[config.mk]
export PLATFORM = sky130hd
export DESIGN_NAME = mbsc_top
export DESIGN_NICKNAME = d
export VERILOG_FILES = /design/src/pkg/mbsc_pkg.sv /design/src/hdl/mbsc_sync2.sv /design/src/hdl/mbsc_curve.sv /design/src/hdl/mbsc_top.sv
export SDC_FILE = /design/constraint.sdc
export NUM_CORES = 2
export LEC_CHECK = 0
export BUFFER_PORTS_ARGS = -buffer_cell sky130_fd_sc_hd__buf_2
export CAP_MARGIN = 5
export CORE_AREA = 2 2 271 273
export CTS_BUF_LIST = sky130_fd_sc_hd__clkbuf_8 sky130_fd_sc_hd__clkbuf_16
export DETAILED_ROUTE_END_ITERATION = 10
export DIE_AREA = 0 0 273 275
export PLACE_DENSITY_LB_ADDON = 0.2
export RECOVER_POWER = 50
export SYNTH_ARGS = -nofsm -noshare
export SYNTH_HDL_FRONTEND = slang
export SYNTH_SLANG_ARGS = --single-unit
[constraint.sdc]
create_clock -name CLK -period 6.2 [get_ports CLK]
set_input_delay 0.93 -clock CLK [delete_from_list [all_inputs] [get_ports CLK]]
set_output_delay 0.93 -clock CLK [all_outputs]
set_load 0.05 [all_outputs]
[src/pkg/mbsc_pkg.sv]
// Constants and types for the motor brake and speed-curve block.
// Assumes a 9-bit speed command scale where 512 stands for full duty.
package mbsc_pkg;

    // =========================================================
    // Widths
    localparam int CMD_W = 9;
    localparam int PT_W = 10;
    localparam int SPEED_W = 16;
    localparam int SUM_W = 18;
    localparam int PROD_W = 24;
    localparam int SLOPE_W = 14;
    localparam int START_W = 12;

    // =========================================================
    // Curve scale points
    localparam logic [PT_W-1:0] CLAMP_BASE = 10'h101;
    localparam logic [PT_W-1:0] FULL_DUTY = 10'h200;
    localparam logic [PT_W-1:0] HALF_CMD = 10'h100;
    localparam logic [PT_W-1:0] ZERO_PT = 10'h000;
    localparam int CL_SLOPE_SHIFT = 6;
    localparam int OL_SLOPE_SHIFT = 10;
    localparam int OL_START_LSB = 4;
    localparam logic [SPEED_W-1:0] SPEED_SAT = 16'hFFFF;

    // =========================================================
    // Settle counter reset and done values
    localparam logic [1:0] SETTLE_RST = 2'h0;
    localparam logic [1:0] SETTLE_DONE = 2'h3;

    // =========================================================
    // Types
    typedef enum logic [1:0] {
        MBSC_BRK_NONE,
        MBSC_BRK_SHORT,
        MBSC_BRK_REVERSE,
        MBSC_BRK_MILD
    } mbsc_brake_t;

    typedef struct packed {
        logic brake_polarity;
        logic [1:0] brake_kind_select;
        logic alarm_source_select;
        logic closed_loop;
        logic open_above_clamp;
        logic keep_running_low;
        logic full_at_zero_command;
        logic duty_sets_direction;
        logic [7:0] startup_threshold;
        logic [6:0] stop_threshold;
        logic [7:0] clamp_threshold;
        logic [3:0] clamp_hysteresis;
        logic [11:0] startup_speed;
        logic [13:0] curve_slope;
        logic [13:0] second_curve_slope;
        logic [7:0] change_point;
    } mbsc_cfg_t;

    typedef struct packed {
        logic charge_pump_low;
        logic overcurrent_shutdown;
        logic thermal_shutdown;
        logic motor_lock;
        logic low_speed;
    } mbsc_fault_t;

endpackage : mbsc_pkg

[src/hdl/mbsc_sync2.sv]
// Two-flop synchroniser for one asynchronous pin level.
// Assumes the destination runs on CLK with asynchronous active-low reset.
`timescale 1ns/1ps
module mbsc_sync2 import mbsc_pkg::*; (
    input wire logic clk,
    input wire logic rst_b,
    input wire logic d,
    output logic q
);

    logic meta_reg;

    always_ff @(posedge clk or negedge rst_b) begin
        if (!rst_b) begin
            meta_reg <= 1'b0;
            q <= 1'b0;
        end else begin
            meta_reg <= d;
            q <= meta_reg;
        end
    end

endmodule : mbsc_sync2

[src/hdl/mbsc_curve.sv]
// Piecewise linear speed curve with an optional change point.
// Assumes thresholds are given on the 512 scale of the speed command.
`timescale 1ns/1ps
module mbsc_curve import mbsc_pkg::*; (
    input wire logic [PT_W-1:0] x,
    input wire logic [START_W-1:0] base,
    input wire logic [SLOPE_W-1:0] slope1,
    input wire logic [SLOPE_W-1:0] slope2,
    input wire logic [PT_W-1:0] start_pt,
    input wire logic [PT_W-1:0] chg_pt,
    input wire logic open_mode,
    output logic [SPEED_W-1:0] y
);

    // Rise of one segment: slope times run, scaled for the loop mode.
    function automatic logic [SUM_W-1:0] seg(input logic [SLOPE_W-1:0] s,
                                             input logic [PT_W-1:0] dx,
                                             input logic om);
        logic [PROD_W-1:0] p;
        p = PROD_W'(s) * PROD_W'(dx);
        seg = om ? SUM_W'(p >> OL_SLOPE_SHIFT) : SUM_W'(p >> CL_SLOPE_SHIFT);
    endfunction : seg

    logic [SUM_W-1:0] sum;
    logic use_chg;

    always_comb begin
        use_chg = (chg_pt != ZERO_PT) && (chg_pt > start_pt) && (x > chg_pt);
        if (x <= start_pt) begin
            sum = SUM_W'(base);
        end else if (use_chg) begin
            sum = SUM_W'(base) + seg(slope1, chg_pt - start_pt, open_mode)
                + seg(slope2, x - chg_pt, open_mode);
        end else begin
            sum = SUM_W'(base) + seg(slope1, x - start_pt, open_mode);
        end
        y = (sum > SUM_W'(SPEED_SAT)) ? SPEED_SAT : sum[SPEED_W-1:0];
    end

endmodule : mbsc_curve

[src/hdl/mbsc_top.sv]
// Brake selection and speed-curve mapping for a fan motor pre-driver.
// Assumes the speed command arrives on CLK with a one-cycle valid strobe,
// the brake pin is asynchronous, and configuration is held steady.
`timescale 1ns/1ps
module mbsc_top import mbsc_pkg::*; (
    input wire logic CLK,
    input wire logic RST_B,
    input wire logic BRAKE_PIN,
    input wire mbsc_cfg_t CFG,
    input wire mbsc_fault_t FAULTS,
    input wire logic SPEED_VALID,
    input wire logic [CMD_W-1:0] SPEED_COMMAND,
    output logic [SPEED_W-1:0] TARGET_SPEED,
    output logic [PT_W-1:0] OUTPUT_DUTY,
    output logic OPEN_LOOP_ACTIVE,
    output logic DRIVE_ENABLE,
    output logic DIR_REVERSE,
    output mbsc_brake_t BRAKE_KIND,
    output logic ALERT_O,
    output logic ALERT_OE
);

    // True for every brake kind that takes the drive away.
    function automatic logic is_braking(input mbsc_brake_t k);
        is_braking = (k != MBSC_BRK_NONE);
    endfunction : is_braking

    // =========================================================
    // Brake pin synchronisation
    logic brake_pin_sync;
    logic brake_active;
    mbsc_brake_t brake_kind_next;

    mbsc_sync2 u_brake_sync (
        .clk(CLK),
        .rst_b(RST_B),
        .d(BRAKE_PIN),
        .q(brake_pin_sync)
    );

    // Polarity 1 inverts the pin so a low level requests braking.
    assign brake_active = brake_pin_sync ^ CFG.brake_polarity;

    always_comb begin
        if (brake_active) begin
            brake_kind_next = mbsc_brake_t'(CFG.brake_kind_select);
        end else begin
            brake_kind_next = MBSC_BRK_NONE;
        end
    end

    // =========================================================
    // Power-on braking window
    logic [1:0] settle_reg;
    logic settled;
    logic po_brake_reg;

    // The synchroniser output is not trusted until it has been filled.
    always_ff @(posedge CLK or negedge RST_B) begin
        if (!RST_B) begin
            settle_reg <= SETTLE_RST;
        end else if (settle_reg != SETTLE_DONE) begin
            settle_reg <= settle_reg + 2'h1;
        end
    end

    // Alert and window logic wait until the pin level has passed the synchroniser.
    assign settled = (settle_reg == SETTLE_DONE);

    // The window lasts from reset until the first settled cycle in which braking is not requested.
    always_ff @(posedge CLK or negedge RST_B) begin
        if (!RST_B) begin
            po_brake_reg <= 1'b1;
        end else if (settled && !is_braking(brake_kind_next)) begin
            po_brake_reg <= 1'b0;
        end
    end

    // =========================================================
    // Alert selection
    logic alert_next;
    logic alert_base;

    always_comb begin
        alert_base = FAULTS.charge_pump_low | FAULTS.overcurrent_shutdown
            | FAULTS.thermal_shutdown;
        if (!settled) begin
            // Lock and low speed stay hidden until the brake pin level is known.
            alert_next = alert_base;
        end else if (po_brake_reg && is_braking(brake_kind_next)) begin
            alert_next = alert_base | (FAULTS.motor_lock && CFG.alarm_source_select
                && brake_kind_next == MBSC_BRK_REVERSE);
        end else if (CFG.alarm_source_select) begin
            alert_next = alert_base | FAULTS.low_speed;
        end else begin
            alert_next = alert_base | FAULTS.motor_lock;
        end
    end

    // Open-drain alert: the pin is pulled low while a fault is shown.
    always_ff @(posedge CLK or negedge RST_B) begin
        if (!RST_B) begin
            ALERT_OE <= 1'b0;
            ALERT_O <= 1'b0;
        end else begin
            ALERT_OE <= alert_next;
            ALERT_O <= 1'b0;
        end
    end

    always_ff @(posedge CLK or negedge RST_B) begin
        if (!RST_B) begin
            BRAKE_KIND <= MBSC_BRK_NONE;
        end else begin
            BRAKE_KIND <= brake_kind_next;
        end
    end

    // =========================================================
    // Threshold points on the 512 scale
    logic [PT_W-1:0] cmd;
    logic [PT_W-1:0] start_pt;
    logic [PT_W-1:0] stop_pt;
    logic [PT_W-1:0] clamp_pt;
    logic [PT_W-1:0] hys_pt;
    logic [PT_W-1:0] chg_pt;
    logic [PT_W:0] cmd_plus_hys;

    // Points are ten bits wide so that a clamp point of full duty still fits.
    assign cmd = PT_W'(SPEED_COMMAND);
    assign start_pt = PT_W'(CFG.startup_threshold);
    assign stop_pt = {2'h0, CFG.stop_threshold, 1'b0};
    assign clamp_pt = CLAMP_BASE + PT_W'(CFG.clamp_threshold);
    assign hys_pt = (PT_W'(CFG.clamp_hysteresis) + 10'h001) << 1;
    assign chg_pt = {1'b0, CFG.change_point, 1'b0};
    assign cmd_plus_hys = (PT_W + 1)'(cmd) + (PT_W + 1)'(hys_pt);

    // =========================================================
    // Run and above-clamp hysteresis
    logic run_reg;
    logic run_next;
    logic above_reg;
    logic above_next;

    // Between the stop and startup points the run flag keeps its last value.
    always_comb begin
        if (cmd > start_pt) begin
            run_next = 1'b1;
        end else if (cmd <= stop_pt) begin
            run_next = 1'b0;
        end else begin
            run_next = run_reg;
        end
    end

    // The release test adds the hysteresis to the command, so nothing can underflow.
    always_comb begin
        if (cmd > clamp_pt) begin
            above_next = 1'b1;
        end else if (cmd_plus_hys <= (PT_W + 1)'(clamp_pt)) begin
            above_next = 1'b0;
        end else begin
            above_next = above_reg;
        end
    end

    always_ff @(posedge CLK or negedge RST_B) begin
        if (!RST_B) begin
            run_reg <= 1'b0;
        end else if (SPEED_VALID) begin
            run_reg <= run_next;
        end
    end

    always_ff @(posedge CLK or negedge RST_B) begin
        if (!RST_B) begin
            above_reg <= 1'b0;
        end else if (SPEED_VALID) begin
            above_reg <= above_next;
        end
    end

    // =========================================================
    // Curve evaluation
    logic open_mode;
    logic [START_W-1:0] base_val;
    logic [PT_W-1:0] curve_x;
    logic [SPEED_W-1:0] curve_y;
    logic [SPEED_W-1:0] max_y;

    assign open_mode = !CFG.closed_loop;

    // Open loop starts from the upper eight bits of the startup field.

    always_comb begin
        if (open_mode) begin
            base_val = START_W'(CFG.startup_speed[START_W-1:OL_START_LSB]);
        end else begin
            base_val = CFG.startup_speed;
        end
    end

    // Above the clamp point the curve stays at its clamp value.
    assign curve_x = (cmd > clamp_pt) ? clamp_pt : cmd;

    mbsc_curve u_curve (
        .x(curve_x),
        .base(base_val),
        .slope1(CFG.curve_slope),
        .slope2(CFG.second_curve_slope),
        .start_pt(start_pt),
        .chg_pt(chg_pt),
        .open_mode(open_mode),
        .y(curve_y)
    );

    // A second copy of the curve evaluated at the clamp point gives the maximum value.
    mbsc_curve u_curve_max (
        .x(clamp_pt),
        .base(base_val),
        .slope1(CFG.curve_slope),
        .slope2(CFG.second_curve_slope),
        .start_pt(start_pt),
        .chg_pt(chg_pt),
        .open_mode(open_mode),
        .y(max_y)
    );

    // =========================================================
    // Operating point selection
    logic [SPEED_W-1:0] val_next;
    logic force_open;
    logic [PT_W-1:0] force_duty;
    logic max_sel;

    // Picks either a curve value or a forced open-loop duty.
    always_comb begin
        val_next = '0;
        force_open = 1'b0;
        force_duty = ZERO_PT;
        max_sel = 1'b0;
        if (cmd == ZERO_PT) begin
            if (CFG.full_at_zero_command) begin
                max_sel = 1'b1;
            end else if (CFG.keep_running_low) begin
                val_next = SPEED_W'(base_val);
            end
        end else if (cmd <= start_pt) begin
            if (CFG.keep_running_low) begin
                if (CFG.full_at_zero_command && cmd <= stop_pt) begin
                    max_sel = 1'b1;
                end else begin
                    val_next = SPEED_W'(base_val);
                end
            end else if (cmd > stop_pt && run_next) begin
                val_next = SPEED_W'(base_val);
            end
        end else if (CFG.open_above_clamp && above_next) begin
            force_open = 1'b1;
            force_duty = cmd;
        end else begin
            val_next = curve_y;
        end
        // Maximum means full duty when the open-above-clamp option is set.
        if (max_sel) begin
            if (CFG.open_above_clamp) begin
                force_open = 1'b1;
                force_duty = FULL_DUTY;
            end else begin
                val_next = max_y;
            end
        end
    end

    // =========================================================
    // Output registers, refreshed on each command update
    logic [PT_W-1:0] duty_next;
    logic drive_next;

    always_comb begin
        if (force_open) begin
            duty_next = force_duty;
        end else if (open_mode) begin
            duty_next = (val_next > SPEED_W'(FULL_DUTY)) ? FULL_DUTY : val_next[PT_W-1:0];
        end else begin
            duty_next = ZERO_PT;
        end
        drive_next = (force_open || val_next != '0) && !is_braking(brake_kind_next);
    end

    // Target speed reads zero whenever the duty path drives the motor directly.
    always_ff @(posedge CLK or negedge RST_B) begin
        if (!RST_B) begin
            TARGET_SPEED <= '0;
            OUTPUT_DUTY <= ZERO_PT;
            OPEN_LOOP_ACTIVE <= 1'b0;
        end else if (SPEED_VALID) begin
            TARGET_SPEED <= (open_mode || force_open) ? '0 : val_next;
            OUTPUT_DUTY <= duty_next;
            OPEN_LOOP_ACTIVE <= open_mode || force_open;
        end
    end

    // Braking removes drive at once, without waiting for a command update.
    always_ff @(posedge CLK or negedge RST_B) begin
        if (!RST_B) begin
            DRIVE_ENABLE <= 1'b0;
        end else if (SPEED_VALID) begin
            DRIVE_ENABLE <= drive_next;
        end else if (is_braking(brake_kind_next)) begin
            DRIVE_ENABLE <= 1'b0;
        end
    end

    // Direction follows the command only while the option is set.
    always_ff @(posedge CLK or negedge RST_B) begin
        if (!RST_B) begin
            DIR_REVERSE <= 1'b0;
        end else if (SPEED_VALID) begin
            DIR_REVERSE <= CFG.duty_sets_direction && (cmd < HALF_CMD);
        end
    end

endmodule : mbsc_top

==> qor.csv <==
stage,metric,value,unit
clock_tree,clockRootBuffer,clkbuf_16,
sta,hold_viol,0,
worst_setup_path,worst_path_dominant_cell_family,adder cells,
clock_tree,hold_buffers,0,
sta,fin_worst_skew,0.00678,ns
floorplan,ioPinCount,135,
worst_setup_path,critPathArrivalTime,12.30,ns
cells_and_area,layout_common_cells,"1,003 x buf_4, 638 x inv_1, 477 x nand2_1",
synth,ys_warn_count,0,
worst_setup_path,startpoint_type,primary input,
global_route,grt_pass1_vias,32300,
floorplan,dieArea,0.0751,sq mm
route,route.detailed.drc,0,
clock_tree,clkSlewWorstSetupHoldPaths,0.06,ns
cells_and_area,final_common_cell,buf_4,
cells_and_area,area_delta_synth_final,33.1,%
worst_setup_path,crit_required,6.37,ns
sta,fmax,82.5,MHz
cells_and_area,fin_nets,6000,
place,port_buffers,133,
sta,rsz0062_at_grt,yes,
synth,synth_top_area_share,29.6,%
route,vias,31100,
synth,synth_top_family_by_area,adder cells,
sta,tightest_slew,2.23,ns
worst_setup_path,timing.critical_path.to_type,flip-flop,
synth,seq_area_frac_synth,3.03,%
sta,timing.final.crit_share,196,%
synth,ys_seq_elements,39,
worst_setup_path,crit_top_cell,a21o_1,
place,post-place-cells,5860,
route,viasPerCell,5.23,
hold_path,hp-class,flip-flop to flip-flop,
route,drt_pass1_iterations,6,
route,drt_first_iter_violations,1981,
sta,maxSlewViolCount,40,
synth,synth-adder-area-share,46.2,%
clock_tree,htree_levels,2,
clock_tree,cts_buffer_depth,2,
status,violations,"capacitance limit, slew limit, setup timing",
global_route,grt_max_degree,62,
clock_tree,numCtsBuffers,5,
synth,avgSynthCellArea,8.08,sq um
synth,synth_area_leaders,"fa_1 30%, ha_1 17%, inv_1 7.5%",
floorplan,rows,99,
place,place_congestion,1.03,
global_route,grt_overflow_total,0,
cells_and_area,drive_gt1_share,28.8,%
worst_setup_path,critPathBufInv,11,
synth,syn_area,0.0322,sq mm
floorplan,die_h,275,microns
clock_tree,clock_sinks,39,
route,postRouteAntennaNets,0,
synth,synth_mux_area_share,1.44,%
sta,fin_ws,-5.93,ns
sta,holdWs,0.359,ns
worst_setup_path,critical_path_class,primary input to flip-flop,
synth,synth_fp_nets,4996,
place,place_hpwl,91300,microns
synth,synthSimpleGateAreaFrac,20.9,%
floorplan,core,0.0723,sq mm
synth,synthCells,3991,
clock_tree,cts_tree,yes,
global_route,grtUsageTotal,29.2,%
cells_and_area,multiInputGateArea,0.0296,sq mm
global_route,grt_first_pass_wirelength,173000,microns
synth,netlist-cell-type-count,87,
sta,period_needed,12.13,ns
worst_setup_path,worstPathMaxFanout,6,
cells_and_area,seq_area,977,sq um
global_route,antenna_found_initial,3,
route,wl,108000,microns
synth,ys_async_sr_fraction,100,%
cells_and_area,diodes,0,
clock_tree,clkLatencyLatePin,0.28,ns
worst_setup_path,max_stage_delay,0.51,ns
status,status,"complete, but fails checks",
cells_and_area,regMostFlops,TARGET_SPEED,
cells_and_area,final_cells,5955,
route,wl_per_cell,18.1,microns
floorplan,start_util,44.6,%
run,maxCapViolations,1,
sta,maxSlewHeadroom,-48.4,%
synth,synth_ff_type,dfrtp_1,
worst_setup_path,critPathSlowestCell,fa_1,
synth,synth_xor_area_share,5.71,%
place,place_ws,-6.64,ns
synth,synth.largest_area_cell,fa_1,
floorplan,die_x,273,microns
cells_and_area,top_regs,"TARGET_SPEED (16), OUTPUT_DUTY (10)",
cells_and_area,largest_reg_flops,16,
cells_and_area,nFillCells,6702,
sta,setup_viol,27,
synth,synth-edff-count,0,
synth,synth_compound_area_share,13.2,%
[per-layer routing]
| metal | global-route usage, % | routed length [microns] | vias to the layer above |
|---|---|---|---|
| met5 | 0 | 0 | - |
| li1 | - | - | 14900 |
| met2 | 48.3 | 49300 | 833 |
| met1 | 40.2 | 48400 | 15200 |
| met3 | 5.04 | 7540 | 152 |
| met4 | 6.00 | 2440 | 0 |
[cell families (layout without fill, tap and decap cells)]
logic type	Yosys count	after routing
multiplexers	44	44
XOR/XNOR	203	203
buffers and inverters	811	1816
flip-flops	39	39
AND/OR/NAND/NOR	1339	1339
adder cells (fa/ha/maj)	906	906
other	1	1
AO/OA/AOI/OAI	648	648
[through the flow]
step                utilization, %  TNS, ns  area [sq um]
floorplan                        -  -143.38         32700
global placement              56.7  -164.59         41000
detailed placement            56.7  -171.79         41000
CTS                           58.7  -150.43         42400
global route                  59.3  -167.98         42900
finish                        59.3  -152.79         42900
[worst paths after layout]
check | start | end | slack (ns) | depth (start not counted)
max reg2reg | above_reg | OUTPUT_DUTY[2] | 3.39 | 11
min in group asynchronous | RST_B | TARGET_SPEED[0] | 1.31 | 1
max in group asynchronous | RST_B | TARGET_SPEED[3] | 3.63 | 1
min reg2reg | u_brake_sync.meta_reg | u_brake_sync.q | 0.36 | 0
min | u_brake_sync.meta_reg | u_brake_sync.q | 0.36 | 0
max | CFG[53] | OUTPUT_DUTY[9] | -5.93 | 62
[cell type report]
| class | instances | share of cell area [%] |
|---|---|---|
| multi-input combinational | 3141 | 69.0 |
| timing repair buffer | 1158 | 19.9 |
| inverter | 650 | 5.69 |
| tap | 959 | 2.80 |
| sequential | 39 | 2.28 |
| clock buffer | 5 | 0.291 |
| clock inverter | 3 | 0.0291 |
[worst register-to-register path: cells and delay by family (launching register included)]
family | cells | cell delay, ns
AND/OR/NAND/NOR | 3 | 0.65
AO/OA/AOI/OAI | 6 | 1.22
flip-flops | 1 | 0.44
buffers and inverters | 2 | 0.35
[cells in the mapped netlist, types with 45 or more instances]
cell type  count
xor2_1        74
nor2_1       168
nand2b_1      92
nor3_1        45
clkbuf_1     150
nor2b_1       80
and2_1       291
ha_1         427
o21ai_0      153
fa_1         476
xnor2_1      124
a21o_1        66
nand2_1      487
a21oi_1      166
inv_1        647
[repair_timing]
| action | 4_1_cts | 5_1_grt |
|---|---|---|
| endpoints found under the setup margin | 27 | 27 |
| setup buffers | 69 | 17 |
| gates cloned | 1 | 0 |
| pin swaps | 73 | 41 |
| resized for setup | 170 | 72 |
Power is not shown: default switching activity piles up to over one toggle a cycle in this logic, so the estimate is an artifact.
